### src/design/scm_consts.svh
// register offsets, field positions and reset values of the serial mode block
`ifndef SCM_CONSTS_SVH
`define SCM_CONSTS_SVH

// ****************************************
// byte offsets on the register bus
// ****************************************
`define SCM_OFF_MODE   8'h00
`define SCM_OFF_CTRL   8'h04
`define SCM_OFF_CARD   8'h08
`define SCM_OFF_EXT    8'h0C
`define SCM_OFF_TWI    8'h10
`define SCM_OFF_SPI    8'h14
`define SCM_OFF_CTRL2  8'h18
`define SCM_OFF_STAT   8'h1C
`define SCM_OFF_MASK   8'h20
`define SCM_OFF_RXDAT  8'h24
`define SCM_OFF_INFO   8'h28

// ****************************************
// field positions
// ****************************************
`define SCM_MODE_PRESC 0
`define SCM_MODE_MP    2
`define SCM_MODE_CHRL  6
`define SCM_MODE_CM    7
`define SCM_CTRL_CKE   0
`define SCM_CTRL_MULTIPROC_WAIT_ENABLE  3
`define SCM_CARD_SMARTCARD_SELECT  0
`define SCM_CARD_CHRH  4
`define SCM_EXT_ACS    0
`define SCM_EXT_BASE_CLOCK_HALVE_SELECT   4
`define SCM_EXT_BAUD_DOUBLE_SPEED   6
`define SCM_TWI_SIMPLE_TWOWIRE_SELECT   0
`define SCM_SPI_EN     0
`define SCM_SPI_MSS    2
`define SCM_CTRL2_BCCS 4
`define SCM_ST_FULL    0
`define SCM_ST_OVR     1
`define SCM_ST_FRM     2
`define SCM_ST_PAR     3
`define SCM_ST_WAKE    4

// ****************************************
// reset values
// ****************************************
`define SCM_RST_REG    8'h00
`define SCM_RST_CARD   8'h10
`define SCM_RST_STAT   5'h00

`endif

### src/design/scm_pkg.sv
// types shared by the serial mode block
package scm_pkg;
    // operating family chosen by the card and two-wire selects
    typedef enum logic [1:0] {
        SCM_MODE_SERIAL = 2'b00,
        SCM_MODE_TWI    = 2'b01,
        SCM_MODE_CARD   = 2'b10,
        SCM_MODE_BAD    = 2'b11
    } scm_mode_e;
    // collision clock division
    typedef enum logic [1:0] {
        SCM_DIV_1    = 2'b00,
        SCM_DIV_2    = 2'b01,
        SCM_DIV_4    = 2'b10,
        SCM_DIV_NONE = 2'b11
    } scm_div_e;
endpackage

### src/design/scm_clkdiv.sv
// collision detect clock divider, one-cycle tick at the chosen rate
`timescale 1ns/1ps
module scm_clkdiv (
    // clock and reset
    input  wire logic              i_sys_clk,
    input  wire logic              i_reset_n,
    // division select and tick
    input  scm_pkg::scm_div_e      i_div,
    output logic                   o_tick
);
    logic [1:0] cnt_r;
    logic       tick_r;

    // free running count, base clock ticks every cycle
    always_ff @(posedge i_sys_clk) begin
        if (!i_reset_n) begin
            cnt_r  <= 2'h0;
            tick_r <= 1'b0;
        end else begin
            cnt_r <= cnt_r + 2'h1;
            case (i_div)
                scm_pkg::SCM_DIV_1: tick_r <= 1'b1;
                scm_pkg::SCM_DIV_2: tick_r <= cnt_r[0];
                scm_pkg::SCM_DIV_4: tick_r <= &cnt_r;
                default:            tick_r <= 1'b0;
            endcase
        end
    end

    assign o_tick = tick_r;
endmodule

### src/design/scm_sync.sv
// two flip-flop synchroniser for pin inputs
`timescale 1ns/1ps
module scm_sync #(
    parameter int W = 1
) (
    // clock and reset
    input  wire logic         i_sys_clk,
    input  wire logic         i_reset_n,
    // pins and result
    input  wire logic [W-1:0] i_async,
    output logic      [W-1:0] o_sync
);
    logic [W-1:0] meta_r;
    logic [W-1:0] sync_r;

    // meta_r feeds sync_r only
    always_ff @(posedge i_sys_clk) begin
        if (!i_reset_n) begin
            meta_r <= '0;
            sync_r <= '0;
        end else begin
            meta_r <= i_async;
            sync_r <= meta_r;
        end
    end

    assign o_sync = sync_r;
endmodule

### src/design/scm_top.sv
// serial mode, frame length and clock source configuration block
// Function
// RQ1: async length bits give nine, eight, seven
// RQ2: mode bit picks async or synchronous
// RQ3: async source 00 keeps clock pin hi-z
// RQ4: async source 01 drives bit clock out
// RQ5: partner gives sixteen or eight times clock
// RQ6: timer clock source keeps clock pin hi-z
// RQ7: sync mode: 0x drives, 1x inputs clock
// RQ8: wait mode drops frames with zero flag
// RQ9: flagged frame clears wait bit, resumes reception
// RQ10: source select: pin, or timer matches AND
// RQ11: timer clock only on channels 5,6,12
// RQ12: card/two-wire selects decode four operating families
// RQ13: spi master/slave swaps data pin roles
// RQ14: collision clock: base, half, quarter
// RQ15: double speed, prescale 00: half, quarter
// RQ16: all logic on peripheral clock b
// RQ17: parity, overrun, framing errors each flagged
// RQ18: prohibited encodings give no defined behaviour
`timescale 1ns/1ps
`include "scm_consts.svh"
module scm_top #(
    parameter int CHANNEL = 5
) (
    // clock and reset, the system clock is peripheral clock b
    input  wire logic        i_sys_clk, // RQ16
    input  wire logic        i_reset_n,
    // wishbone slave
    input  wire logic        i_wb_cyc,
    input  wire logic        i_wb_stb,
    input  wire logic        i_wb_we,
    input  wire logic [7:0]  i_wb_adr,
    input  wire logic [3:0]  i_wb_sel,
    input  wire logic [31:0] i_wb_dat,
    output logic      [31:0] o_wb_dat,
    output logic             o_wb_ack,
    // receiver frame strobe
    input  wire logic        i_rx_valid,
    input  wire logic [8:0]  i_rx_data,
    input  wire logic        i_rx_mp_bit,
    input  wire logic        i_rx_par_err,
    input  wire logic        i_rx_frm_err,
    // clock sources
    input  wire logic        i_bit_clk,
    input  wire logic        i_timer_match_a,
    input  wire logic        i_timer_match_b,
    // serial clock pin
    input  wire logic        i_sck_in,
    output logic             o_sck_out,
    output logic             o_sck_oe,
    // spi data pins
    input  wire logic        i_spi_out_in,
    output logic             o_spi_out_out,
    output logic             o_spi_out_oe,
    input  wire logic        i_spi_in_in,
    output logic             o_spi_in_out,
    output logic             o_spi_in_oe,
    input  wire logic        i_tx_bit,
    output logic             o_rx_bit,
    // derived configuration
    output logic             o_clk_sel,
    output logic             o_ratio_8x,
    output logic [3:0]       o_char_bits,
    output logic [1:0]       o_mode,
    output logic             o_collision_tick,
    output logic             o_irq
);
    // ****************************************
    // decode helpers
    // ****************************************

    // timer clock wiring exists on three channels only
    localparam logic TIMER_OK = (CHANNEL == 5) || (CHANNEL == 6) || (CHANNEL == 12); // RQ11

    // data bits per character
    function automatic logic [3:0] char_bits(input logic cm, input logic hi, input logic lo);
        if (cm) begin
            char_bits = 4'h8;
        end else if (!hi) begin
            char_bits = 4'h9; // RQ1
        end else if (lo) begin
            char_bits = 4'h7; // RQ1
        end else begin
            char_bits = 4'h8; // RQ1
        end
    endfunction

    // collision clock divisor; prohibited codes stop the tick
    function automatic scm_pkg::scm_div_e coll_div(input logic dbl, input logic [1:0] presc,
                                                   input logic [1:0] sel);
        if (dbl && presc == 2'h0) begin
            case (sel)
                2'h0:    coll_div = scm_pkg::SCM_DIV_2; // RQ15
                2'h1:    coll_div = scm_pkg::SCM_DIV_4; // RQ15
                default: coll_div = scm_pkg::SCM_DIV_NONE; // RQ18
            endcase
        end else begin
            case (sel)
                2'h0:    coll_div = scm_pkg::SCM_DIV_1; // RQ14
                2'h1:    coll_div = scm_pkg::SCM_DIV_2; // RQ14
                2'h2:    coll_div = scm_pkg::SCM_DIV_4; // RQ14
                default: coll_div = scm_pkg::SCM_DIV_NONE; // RQ18
            endcase
        end
    endfunction

    // ****************************************
    // registers and wires
    // ****************************************
    logic [7:0] mode_r;
    logic [7:0] ctrl_r;
    logic [7:0] card_r;
    logic [7:0] ext_r;
    logic [7:0] twi_r;
    logic [7:0] spi_r;
    logic [7:0] ctrl2_r;
    logic [4:0] stat_r;
    logic [4:0] mask_r;
    logic [8:0] rx_data_r;
    logic       full_r;
    logic       ack_r;
    logic [31:0] dat_r;
    logic [31:0] rd_val;
    logic       irq_r;
    logic       sck_out_r;
    logic       sck_oe_r;
    logic       clk_sel_r;
    logic       ratio_r;
    logic [3:0] char_r;
    logic [1:0] mode_out_r;
    logic       so_out_r;
    logic       so_oe_r;
    logic       si_out_r;
    logic       si_oe_r;
    logic       rx_bit_r;
    logic [2:0] pins_s;
    logic       req;
    logic       wr;
    logic       rd_stat;
    logic       rd_data;
    logic       async_m;
    logic       mp_filter;
    logic       discard;
    logic       wake;
    logic       accept;
    logic       ovr_ev;
    logic       spi_act;
    logic       master;
    scm_pkg::scm_div_e div_sel;

    // pin inputs pass two flops before any use
    scm_sync #(
        .W (3)
    ) u_sync (
        .i_sys_clk (i_sys_clk),
        .i_reset_n (i_reset_n),
        .i_async   ({i_sck_in, i_spi_out_in, i_spi_in_in}),
        .o_sync    (pins_s)
    );

    // ****************************************
    // wishbone slave
    // ****************************************

    // one-cycle registered answer; ack drops after one cycle
    assign req     = i_wb_cyc && i_wb_stb && !ack_r;
    assign wr      = req && i_wb_we && i_wb_sel[0];
    assign rd_stat = req && !i_wb_we && i_wb_adr == `SCM_OFF_STAT;
    assign rd_data = req && !i_wb_we && i_wb_adr == `SCM_OFF_RXDAT;

    // read mux, narrow registers from bit 0 up, unmapped reads zero
    always_comb begin
        rd_val = 32'h0;
        case (i_wb_adr)
            `SCM_OFF_MODE:  rd_val[7:0] = mode_r;
            `SCM_OFF_CTRL:  rd_val[7:0] = ctrl_r;
            `SCM_OFF_CARD:  rd_val[7:0] = card_r;
            `SCM_OFF_EXT:   rd_val[7:0] = ext_r;
            `SCM_OFF_TWI:   rd_val[7:0] = twi_r;
            `SCM_OFF_SPI:   rd_val[7:0] = spi_r;
            `SCM_OFF_CTRL2: rd_val[7:0] = ctrl2_r;
            `SCM_OFF_STAT:  rd_val[4:0] = stat_r;
            `SCM_OFF_MASK:  rd_val[4:0] = mask_r;
            `SCM_OFF_RXDAT: rd_val[8:0] = rx_data_r;
            `SCM_OFF_INFO:  rd_val[7:0] = {full_r, sck_oe_r, mode_out_r, char_r};
            default:        rd_val = 32'h0;
        endcase
    end

    // answer handshake
    always_ff @(posedge i_sys_clk) begin
        if (!i_reset_n) begin
            ack_r <= 1'b0;
            dat_r <= 32'h0;
        end else begin
            ack_r <= req;
            dat_r <= req ? rd_val : 32'h0;
        end
    end

    // plain configuration registers
    always_ff @(posedge i_sys_clk) begin
        if (!i_reset_n) begin
            mode_r  <= `SCM_RST_REG;
            card_r  <= `SCM_RST_CARD;
            ext_r   <= `SCM_RST_REG;
            twi_r   <= `SCM_RST_REG;
            spi_r   <= `SCM_RST_REG;
            ctrl2_r <= `SCM_RST_REG;
            mask_r  <= `SCM_RST_STAT;
        end else if (wr) begin
            case (i_wb_adr)
                `SCM_OFF_MODE:  mode_r  <= i_wb_dat[7:0];
                `SCM_OFF_CARD:  card_r  <= i_wb_dat[7:0];
                `SCM_OFF_EXT:   ext_r   <= i_wb_dat[7:0] & {7'h7F, TIMER_OK}; // RQ11
                `SCM_OFF_TWI:   twi_r   <= i_wb_dat[7:0];
                `SCM_OFF_SPI:   spi_r   <= i_wb_dat[7:0];
                `SCM_OFF_CTRL2: ctrl2_r <= i_wb_dat[7:0];
                `SCM_OFF_MASK:  mask_r  <= i_wb_dat[4:0];
                default:        mask_r  <= mask_r;
            endcase
        end
    end

    // control register; a waking frame beats a same-cycle write so it is never missed
    always_ff @(posedge i_sys_clk) begin
        if (!i_reset_n) begin
            ctrl_r <= `SCM_RST_REG;
        end else if (wake) begin
            ctrl_r[`SCM_CTRL_MULTIPROC_WAIT_ENABLE] <= 1'b0; // RQ9
        end else if (wr && i_wb_adr == `SCM_OFF_CTRL) begin
            ctrl_r <= i_wb_dat[7:0];
        end
    end

    // ****************************************
    // receive filtering and status
    // ****************************************

    // zero-flag frames vanish while waiting for an address frame
    assign async_m   = !mode_r[`SCM_MODE_CM]; // RQ2
    assign mp_filter = async_m && mode_r[`SCM_MODE_MP] && ctrl_r[`SCM_CTRL_MULTIPROC_WAIT_ENABLE];
    assign discard   = mp_filter && !i_rx_mp_bit; // RQ8
    assign wake      = i_rx_valid && mp_filter && i_rx_mp_bit; // RQ9
    assign accept    = i_rx_valid && !discard; // RQ8
    assign ovr_ev    = accept && full_r && !rd_data; // RQ17

    // receive data; an overrun keeps the unread character
    always_ff @(posedge i_sys_clk) begin
        if (!i_reset_n) begin
            rx_data_r <= 9'h000;
        end else if (accept && !ovr_ev) begin
            case (char_bits(mode_r[`SCM_MODE_CM], card_r[`SCM_CARD_CHRH],
                            mode_r[`SCM_MODE_CHRL]))
                4'h9:    rx_data_r <= i_rx_data; // RQ1
                4'h7:    rx_data_r <= {2'h0, i_rx_data[6:0]}; // RQ1
                default: rx_data_r <= {1'b0, i_rx_data[7:0]}; // RQ1
            endcase
        end
    end

    // buffer full: a new frame wins over a data read in the same cycle
    always_ff @(posedge i_sys_clk) begin
        if (!i_reset_n) begin
            full_r <= 1'b0;
        end else if (accept) begin
            full_r <= 1'b1; // RQ8
        end else if (rd_data) begin
            full_r <= 1'b0;
        end
    end

    // sticky events cleared by a status read; a set in that cycle survives
    always_ff @(posedge i_sys_clk) begin
        if (!i_reset_n) begin
            stat_r <= `SCM_RST_STAT;
        end else begin
            stat_r[`SCM_ST_FULL] <= accept || (stat_r[`SCM_ST_FULL] && !rd_stat);
            stat_r[`SCM_ST_OVR]  <= ovr_ev || (stat_r[`SCM_ST_OVR] && !rd_stat); // RQ17
            stat_r[`SCM_ST_FRM]  <= (accept && async_m && i_rx_frm_err)
                                    || (stat_r[`SCM_ST_FRM] && !rd_stat); // RQ17
            stat_r[`SCM_ST_PAR]  <= (accept && async_m && i_rx_par_err)
                                    || (stat_r[`SCM_ST_PAR] && !rd_stat); // RQ17
            stat_r[`SCM_ST_WAKE] <= wake || (stat_r[`SCM_ST_WAKE] && !rd_stat);
        end
    end

    // level interrupt from unmasked events
    always_ff @(posedge i_sys_clk) begin
        if (!i_reset_n) begin
            irq_r <= 1'b0;
        end else begin
            irq_r <= |(stat_r & mask_r);
        end
    end

    // ****************************************
    // clock pin and clock source
    // ****************************************

    // pin direction follows mode and source field
    always_ff @(posedge i_sys_clk) begin
        if (!i_reset_n) begin
            sck_oe_r  <= 1'b0;
            sck_out_r <= 1'b0;
        end else if (!async_m) begin
            sck_oe_r  <= !ctrl_r[`SCM_CTRL_CKE+1]; // RQ7
            sck_out_r <= !ctrl_r[`SCM_CTRL_CKE+1] && i_bit_clk; // RQ7
        end else begin
            // 00, 1x external and timer all leave the pin floating
            sck_oe_r  <= ctrl_r[`SCM_CTRL_CKE+:2] == 2'h1; // RQ3 RQ4 RQ6
            sck_out_r <= ctrl_r[`SCM_CTRL_CKE+:2] == 2'h1 && i_bit_clk; // RQ4
        end
    end

    // selected bit clock; timer matches are on-chip and need no sync
    always_ff @(posedge i_sys_clk) begin
        if (!i_reset_n) begin
            clk_sel_r <= 1'b0;
            ratio_r   <= 1'b0;
        end else begin
            if (!ctrl_r[`SCM_CTRL_CKE+1]) begin
                clk_sel_r <= i_bit_clk;
            end else if (async_m && ext_r[`SCM_EXT_ACS] && TIMER_OK) begin
                clk_sel_r <= i_timer_match_a && i_timer_match_b; // RQ10
            end else begin
                clk_sel_r <= pins_s[2]; // RQ10
            end
            // external rate expected from the partner: 8x or 16x
            ratio_r <= ext_r[`SCM_EXT_BASE_CLOCK_HALVE_SELECT]; // RQ5
        end
    end

    // ****************************************
    // mode decode and spi pins
    // ****************************************

    assign spi_act = !async_m && spi_r[`SCM_SPI_EN]
                     && mode_out_r == scm_pkg::SCM_MODE_SERIAL;
    assign master  = !spi_r[`SCM_SPI_MSS];

    // registered decode of family and character length
    always_ff @(posedge i_sys_clk) begin
        if (!i_reset_n) begin
            mode_out_r <= scm_pkg::SCM_MODE_SERIAL;
            char_r     <= 4'h8;
        end else begin
            mode_out_r <= {card_r[`SCM_CARD_SMARTCARD_SELECT], twi_r[`SCM_TWI_SIMPLE_TWOWIRE_SELECT]}; // RQ12
            char_r     <= char_bits(mode_r[`SCM_MODE_CM], card_r[`SCM_CARD_CHRH],
                                    mode_r[`SCM_MODE_CHRL]); // RQ1
        end
    end

    // master sends on the out pin, slave on the in pin
    always_ff @(posedge i_sys_clk) begin
        if (!i_reset_n) begin
            so_oe_r  <= 1'b0;
            so_out_r <= 1'b0;
            si_oe_r  <= 1'b0;
            si_out_r <= 1'b0;
            rx_bit_r <= 1'b0;
        end else begin
            so_oe_r  <= spi_act && master; // RQ13
            so_out_r <= spi_act && master && i_tx_bit; // RQ13
            si_oe_r  <= spi_act && !master; // RQ13
            si_out_r <= spi_act && !master && i_tx_bit; // RQ13
            rx_bit_r <= (spi_act && !master) ? pins_s[1] : pins_s[0]; // RQ13
        end
    end

    // collision detect clock
    assign div_sel = coll_div(ext_r[`SCM_EXT_BAUD_DOUBLE_SPEED], mode_r[`SCM_MODE_PRESC+:2],
                              ctrl2_r[`SCM_CTRL2_BCCS+:2]);

    scm_clkdiv u_div (
        .i_sys_clk (i_sys_clk),
        .i_reset_n (i_reset_n),
        .i_div     (div_sel),
        .o_tick    (o_collision_tick)
    );

    // ****************************************
    // outputs
    // ****************************************
    assign o_wb_dat      = dat_r;
    assign o_wb_ack      = ack_r;
    assign o_irq         = irq_r;
    assign o_sck_out     = sck_out_r;
    assign o_sck_oe      = sck_oe_r;
    assign o_clk_sel     = clk_sel_r;
    assign o_ratio_8x    = ratio_r;
    assign o_char_bits   = char_r;
    assign o_mode        = mode_out_r;
    assign o_spi_out_out = so_out_r;
    assign o_spi_out_oe  = so_oe_r;
    assign o_spi_in_out  = si_out_r;
    assign o_spi_in_oe   = si_oe_r;
    assign o_rx_bit      = rx_bit_r;

    // ****************************************
    // assertions
    // ****************************************
    property p_char_len;
        @(posedge i_sys_clk) disable iff (!i_reset_n)
        (async_m && !card_r[`SCM_CARD_CHRH]) |=> (o_char_bits == 4'h9);
    endproperty
    a_char_len: assert property (p_char_len) else $error("nine-bit length lost"); // RQ1

    property p_sck_hiz;
        @(posedge i_sys_clk) disable iff (!i_reset_n)
        (async_m && ctrl_r[1:0] != 2'h1) |=> !o_sck_oe;
    endproperty
    a_sck_hiz: assert property (p_sck_hiz) else $error("clock pin driven"); // RQ3

    property p_sck_drive;
        @(posedge i_sys_clk) disable iff (!i_reset_n)
        (async_m && ctrl_r[1:0] == 2'h1) |=> (o_sck_oe && o_sck_out == $past(i_bit_clk));
    endproperty
    a_sck_drive: assert property (p_sck_drive) else $error("bit clock not out"); // RQ4

    property p_sync_sck;
        @(posedge i_sys_clk) disable iff (!i_reset_n)
        !async_m |=> (o_sck_oe == !$past(ctrl_r[1]));
    endproperty
    a_sync_sck: assert property (p_sync_sck) else $error("sync clock dir wrong"); // RQ7

    property p_discard;
        @(posedge i_sys_clk) disable iff (!i_reset_n)
        (i_rx_valid && discard && !full_r) |=> (!full_r && !$rose(stat_r[`SCM_ST_FRM]));
    endproperty
    a_discard: assert property (p_discard) else $error("discarded frame seen"); // RQ8

    property p_wake;
        @(posedge i_sys_clk) disable iff (!i_reset_n)
        wake |=> (!ctrl_r[`SCM_CTRL_MULTIPROC_WAIT_ENABLE] && full_r);
    endproperty
    a_wake: assert property (p_wake) else $error("wait bit not cleared"); // RQ9

    property p_coll_dbl;
        @(posedge i_sys_clk) disable iff (!i_reset_n)
        (div_sel == scm_pkg::SCM_DIV_2)[*3] |-> (o_collision_tick != $past(o_collision_tick));
    endproperty
    a_coll_dbl: assert property (p_coll_dbl) else $error("half rate tick wrong"); // RQ15

    property p_overrun;
        @(posedge i_sys_clk) disable iff (!i_reset_n)
        ovr_ev |=> (stat_r[`SCM_ST_OVR] && $stable(rx_data_r));
    endproperty
    a_overrun: assert property (p_overrun) else $error("overrun not flagged"); // RQ17

    property p_spi_master;
        @(posedge i_sys_clk) disable iff (!i_reset_n)
        (spi_act && master) |=> (o_spi_out_oe && !o_spi_in_oe);
    endproperty
    a_spi_master: assert property (p_spi_master) else $error("spi pin roles wrong"); // RQ13

    property p_mode_twi;
        @(posedge i_sys_clk) disable iff (!i_reset_n)
        (!card_r[0] && twi_r[0]) |=> (o_mode == scm_pkg::SCM_MODE_TWI);
    endproperty
    a_mode_twi: assert property (p_mode_twi) else $error("two-wire decode wrong"); // RQ12
endmodule

### config.mk
export PLATFORM = sky130hd
export DESIGN_NAME = scm_top
export DESIGN_NICKNAME = d
export VERILOG_FILES = /design/src/design/scm_pkg.sv /design/src/design/scm_clkdiv.sv /design/src/design/scm_sync.sv /design/src/design/scm_top.sv
export VERILOG_INCLUDE_DIRS = /design/src /design/src/design
export SDC_FILE = /design/constraint.sdc
export NUM_CORES = 1
export LEC_CHECK = 0
export ABC_AREA = 1
export BUFFER_PORTS_ARGS = -buffer_cell sky130_fd_sc_hd__buf_2
export CORE_MARGIN = 5
export CORE_UTILIZATION = 58
export CTS_CLUSTER_DIAMETER = 120
export DETAILED_ROUTE_END_ITERATION = 12
export GPL_TIMING_DRIVEN = 0
export PLACE_DENSITY = 0.94
export REMOVE_ABC_BUFFERS = 1
export SLEW_MARGIN = 10
export SYNTH_ARGS = -nofsm -noshare
export SYNTH_HDL_FRONTEND = slang
export SYNTH_SLANG_ARGS = --single-unit
### constraint.sdc
create_clock -name i_sys_clk -period 3.7 [get_ports i_sys_clk]
set_input_delay 0.74 -clock i_sys_clk [delete_from_list [all_inputs] [get_ports i_sys_clk]]
set_output_delay 0.74 -clock i_sys_clk [all_outputs]
set_load 0.02 [all_outputs]
==> Word-level counts from Yosys, hierarchy flattened <==
Index checks and enable logic that the tools add are counted.
{ "word_totals": {"latch_bits": 0, "ff_bits": 134, "ramBits": 0, "word_cells": 142, "inputBits": 69, "romBits": 0, "n_memories": 0, "output_inout_bits": 50} }
{ "op_classes": {"n_reduce_logical": 70, "n_addsub": 1, "n_eq_ne": 17, "shift": 0, "magnitude_cmp": 0, "mul": 0, "n_div": 0, "bitwise": 3, "n_mux": 19} }
{ "op_table": {"columns": ["op", "count"], "rows": [
  ["$pmux 5 s11", 1],
  ["$logic_and 1x1->1", 36],
  ["$eq 8x5->1 const B", 4],
  ["$pmux 3 s9", 1],
  ["$eq 8x6->1 const B", 3],
  ["$mux 4", 5],
  ["$reduce_and 2->1", 10],
  ["$pmux 9 s2", 1],
  ["$eq 8x4->1 const B", 2],
  ["$logic_not 1->1", 10],
  ["$eq 8x3->1 const B", 1],
  ["$logic_not 2->1", 4],
  ["$logic_not 8->1", 1],
  ["$mux 1", 7],
  ["$eq 2x1->1 const B", 3],
  ["$pmux 2 s3", 1],
  ["$and 5x5->5", 1],
  ["$logic_or 1x1->1", 5],
  ["$reduce_or 5->1", 1],
  ["$eq 2x2->1 const B", 2],
  ["$eq 4x3->1 const B", 1],
  ["$eq 4x4->1 const B", 1],
  ["$pmux 2 s2", 1],
  ["$pmux 1 s3", 1],
  ["other kinds (6)", 7]
]} }

==> Longest topological paths before layout <==
{ "depth": {"depth_word": 14, "depth_mapped": 11, "mapped_depth_nobuf": 9} }

==> By module <==
A second synthesis with hierarchy kept.
{ "hier_totals": {"cells_unflattened": 657, "area_unflattened_um2": 4951.0} }
{ "by_module_without_submodules": {"columns": ["mod", "area_per_inst_um2", "cells_per_inst", "seq_area_each_um2", "instances"], "rows": [
  ["scm_top", 4670.7, 624, 2021.9, 1],
  ["scm_sync", 165.2, 18, 120.1, 1],
  ["scm_clkdiv", 115.1, 15, 60.1, 1]
]} }

==> Worst setup path before layout <==
OpenSTA, ideal clock, no wires.
{ "synth_timing": {"kind": "input -> register", "start": "input port i_wb_adr[4]", "end": "register ctrl_r[2]", "path_slack_ns": 1.998, "required_time_ns": 3.584, "setup_time_ns": 0.116, "n_path_buf": 2, "stages": 8, "t_arrival_ns": 1.586, "path_cell_list": "nor2_1 > nand2_2 > inv_2 > buf_6 > nand4_2 > buf_6 > o21ai_1 > a21oi_1"} }
{ "synth_between": {"elab_chain_len": 3} }
{ "synth_lines": {"columns": ["item", "line_no", "source"], "rows": [
  ["start: declaration", "scm_top.sv:33", "input wire logic [7:0] i_wb_adr,"],
  ["$eq 8x3->1", null, null],
  ["$logic_and 1x1->1 (no line)", null, null],
  ["$reduce_and 2->1 (no line)", null, null],
  ["end signal: assignment", "scm_top.sv:229", "ctrl_r <= `SCM_RST_REG;"],
  ["end signal: assignment", "scm_top.sv:233", "ctrl_r <= i_wb_dat[7:0];"],
  ["end: declaration", "scm_top.sv:112", "logic [7:0] ctrl_r;"]
]} }
Every way passes these cells.
A chain may end at the register's enable or synchronous reset.

==> Worst setup path in the final report <==
{ "layout_timing": {"start": "input port i_reset_n", "end": "register dat_r[6] (netlist: o_wb_dat[6])"} }
{ "layout_between": {"elab_chain_len": 1} }
{ "layout_lines": {"columns": ["item", "line_no", "source"], "rows": [
  ["start: declaration", "scm_top.sv:28", "input wire logic i_reset_n,"],
  ["$reduce_and 2->1 (no line)", null, null],
  ["end signal: assignment", "scm_top.sv:198", "dat_r <= req ? rd_val : 32'h0;"],
  ["end: declaration", "scm_top.sv:123", "logic [31:0] dat_r;"]
]} }
Every way passes these cells.

==> flow_summary.json <==
{
  "status": "finished clean",
  "final_nets": 769,
  "cts.clk_slew.worst_paths_ns": 0.10,
  "rsz0062_at_grt": "no",
  "vias": 4572,
  "gr-total-overflow": 0,
  "io_buffers": 68,
  "hold_ws_ns": 0.421,
  "cp.required_ns": 4.01,
  "syn_to_final_growth_pct": 6.73,
  "io_pins": 119,
  "ys_ff_latch": 110,
  "antenna_left": 0,
  "tightest_slew_ns": 1.13,
  "cts_root_buffer": "clkbuf_8",
  "seqPwrFrac": 0.570,
  "routed_via_density": 5.64,
  "switching_share": 0.249,
  "muxShareOfSynthArea": 0,
  "rrSetupSlack_ns": 1.91,
  "reg2reg_from": "mode_r[7]",
  "async_flop_share": 0,
  "switchingPower_uw": 528,
  "cts_buffers": 9,
  "worst-path-buf-inv": 2,
  "postCtsSetupRepairBufs": 0,
  "ff2ff_path_depth": 7,
  "synth_top_area_frac": 0.437,
  "place.gp.congestion": 0.893,
  "grt_max_degree": 70,
  "clock_path_buffers": 2,
  "hp-class": "reg -> reg",
  "yosysSeqAreaShare": 0.437,
  "reg2reg_to": "rx_data_r[2]",
  "tns_ns": 0,
  "fin_cells": 811,
  "die-height_um": 103,
  "cp_slowest_cell": "inv_1",
  "grt_util_all_layers": 0.245,
  "layout.cells.most_common": "dfxtp_1",
  "whs_endpoint": "u_sync.o_sync[1]",
  "max_slew_margin": 0.248,
  "synth-edff-count": 0,
  "ys_types": 38,
  "powerDensity_nw_per_um2": 394,
  "grt_pass1_wl_um": 20300,
  "synth_area_leaders": "dfxtp_1, nand3_1, nand2_1, a21oi_1, o21ai_0",
  "clkPwrFrac": 0.356,
  "layout.cells.most_common_list": "dfxtp_1, nand2_1, nand3_1",
  "core_um2": 8590,
  "post_drt_wl_per_cell_um": 15.9,
  "routed_wl_um": 12900,
  "die_w_um": 103,
  "first_global_vias": 4274,
  "final-setup-viol-count": 0,
  "hpwl_um": 8560,
  "htreeDepth": 3,
  "place_inst": 796,
  "place_area_um2": 5160,
  "drcViolationCount": 0,
  "cts_tree": "done",
  "firstDrtPassIters": 7,
  "cp_top_family": "buffers and inverters",
  "slowest_delay_ns": 0.82,
  "end_kind": "flip-flop",
  "start_util": 0.586,
  "fmaxAchievable_mhz": 328,
  "drv_slew": 0,
  "antenna_found_initial": 0,
  "cts_resized": 0,
  "cap_violations": 0,
  "synth_top_family_by_area": "simple AND/OR/NAND/NOR gates",
  "p_total_uw": 2120,
  "synthXorXnorAreaFrac": 0,
  "post-route-min-period_ns": 3.04,
  "avgSynthCellArea_um2": 7.69,
  "min-delay-start": "u_sync.meta_r[1]",
  "critPathKind": "in -> reg",
  "syn_inst": 655,
  "drive_gt1_frac": 0.183,
  "clkSinkCount": 110,
  "cp_cell_sequence": "buf_2, inv_1, nor2_2, a21boi_1",
  "cp_max_fo": 69,
  "dieArea_um2": 10600,
  "ys.flop_type": "dfxtp_1",
  "drt_iter0_drc": 419,
  "intPower_uw": 1590,
  "synth_simple_gate_area_share": 0.276,
  "yosysTopAreaCell": "dfxtp_1",
  "post-route-period-util": 0.823,
  "ir_worst_vdd_mv": 0.244,
  "power_leakage_uw": 0.00250,
  "worstPathArrival_ns": 3.35,
  "synth_compound_area_frac": 0.153,
  "clk_latency_ns": 0.37,
  "n_antenna_cell": 0,
  "yosys.area_share.adder": 0.00249,
  "rows": 34,
  "yosys_warnings": 0,
  "fin_skew_ns": 0.0106,
  "hold_path_depth": 2,
  "combPwrFrac": 0.073,
  "syn_area_um2": 5030,
  "start_kind": "input pin",
  "cts_hold_buffers": 0,
  "fillCellCount": 730,
  "design_area_um2": 5370,
  "hold_violations": 0
}
==> logic make-up (layout without fill, tap and decap cells) <==
logic type / Yosys count / count (layout)
AO/OA/AOI/OAI: 145 / 145
adder cells (fa/ha/maj): 1 / 1
buffers and inverters: 117 / 143
flip-flops: 110 / 110
other: 1 / 23
AND/OR/NAND/NOR: 281 / 281
==> power groups by stage <==
stage               Combinational [uW]  Sequential [uW]  Clock, uW
finish                             155             1210        755
CTS                                152             1210        759
global route                       171             1210        809
global placement                   145             1230          0
floorplan                         86.9             1240          0
detailed placement                 152             1230          0
==> through the flow <==
| stage | utilization | setup slack (ns) |
|---|---|---|
| 2_1_floorplan | - | 1.45 |
| 3_3_place_gp | 0.601 | 0.362 |
| 5_1_grt | 0.625 | 0.417 |
| 4_1_cts | 0.625 | 0.678 |
| 3_5_place_dp | 0.601 | 0.296 |
| 6_report | 0.625 | 0.656 |
==> how the worst max path moves through the flow <==
stage                     start     endpoint  cells past startpoint
floorplan           i_wb_adr[6]   ctrl2_r[0]                      7
global placement      i_reset_n  o_wb_dat[6]                      4
detailed placement    i_reset_n  o_wb_dat[6]                      4
CTS                   i_reset_n  o_wb_dat[6]                      4
global route          i_reset_n  o_wb_dat[6]                      4
finish                i_reset_n  o_wb_dat[6]                      4
==> synth_stat cells, types with 2 or more instances <==
master,n
nand3_1,88
o21ai_2,4
inv_1,52
a21oi_1,75
o21ai_1,14
dfxtp_1,110
buf_8,2
buf_4,27
clkbuf_1,9
nor2_2,3
nand2_1,105
nand2_2,8
nor2_1,49
nor2_8,2
nand3_2,5
nor2_4,10
buf_2,8
o21ai_0,43
buf_6,11
inv_2,7
nand4_1,2
nor3_1,3
a21oi_2,3
==> layout make-up <==
| class | instances | area (um2) | share of cell area |
|---|---|---|---|
| multi-input combinational | 450 | 2260 | 0.421 |
| inverter | 60 | 228 | 0.0424 |
| timing repair buffer | 68 | 340 | 0.0633 |
| clock buffer | 11 | 151 | 0.0282 |
| tap | 108 | 135 | 0.0251 |
| clock inverter | 4 | 55.1 | 0.0102 |
| sequential | 110 | 2200 | 0.410 |
==> registers in the layout (all words and copies together), names as in the netlist, 8 cells and up <==
register   flops
ext_r          8
mode_r         8
ctrl_r         8
o_wb_dat       9
twi_r          8
card_r         8
spi_r          8
rx_data_r      9
ctrl2_r        8
==> per-layer routing <==
layer / vias up / GRT usage / wire, um / share of wire
met1: 2110 / 0.306 / 5060 / 0.39
met3: 31 / 0.0423 / 1190 / 0.092
met4: 0 / 0.109 / 323 / 0.025
met2: 240 / 0.414 / 6300 / 0.49
li1: 2191 / - / - / -
met5: - / 0 / 0 / 0
==> worst min-delay path, cell delays in order (launching register included) <==
cell	delay [ns]
dfxtp_1	0.32
nand2_1	0.04
inv_1	0.04
Note: power is estimated with default switching activity, not from simulation.
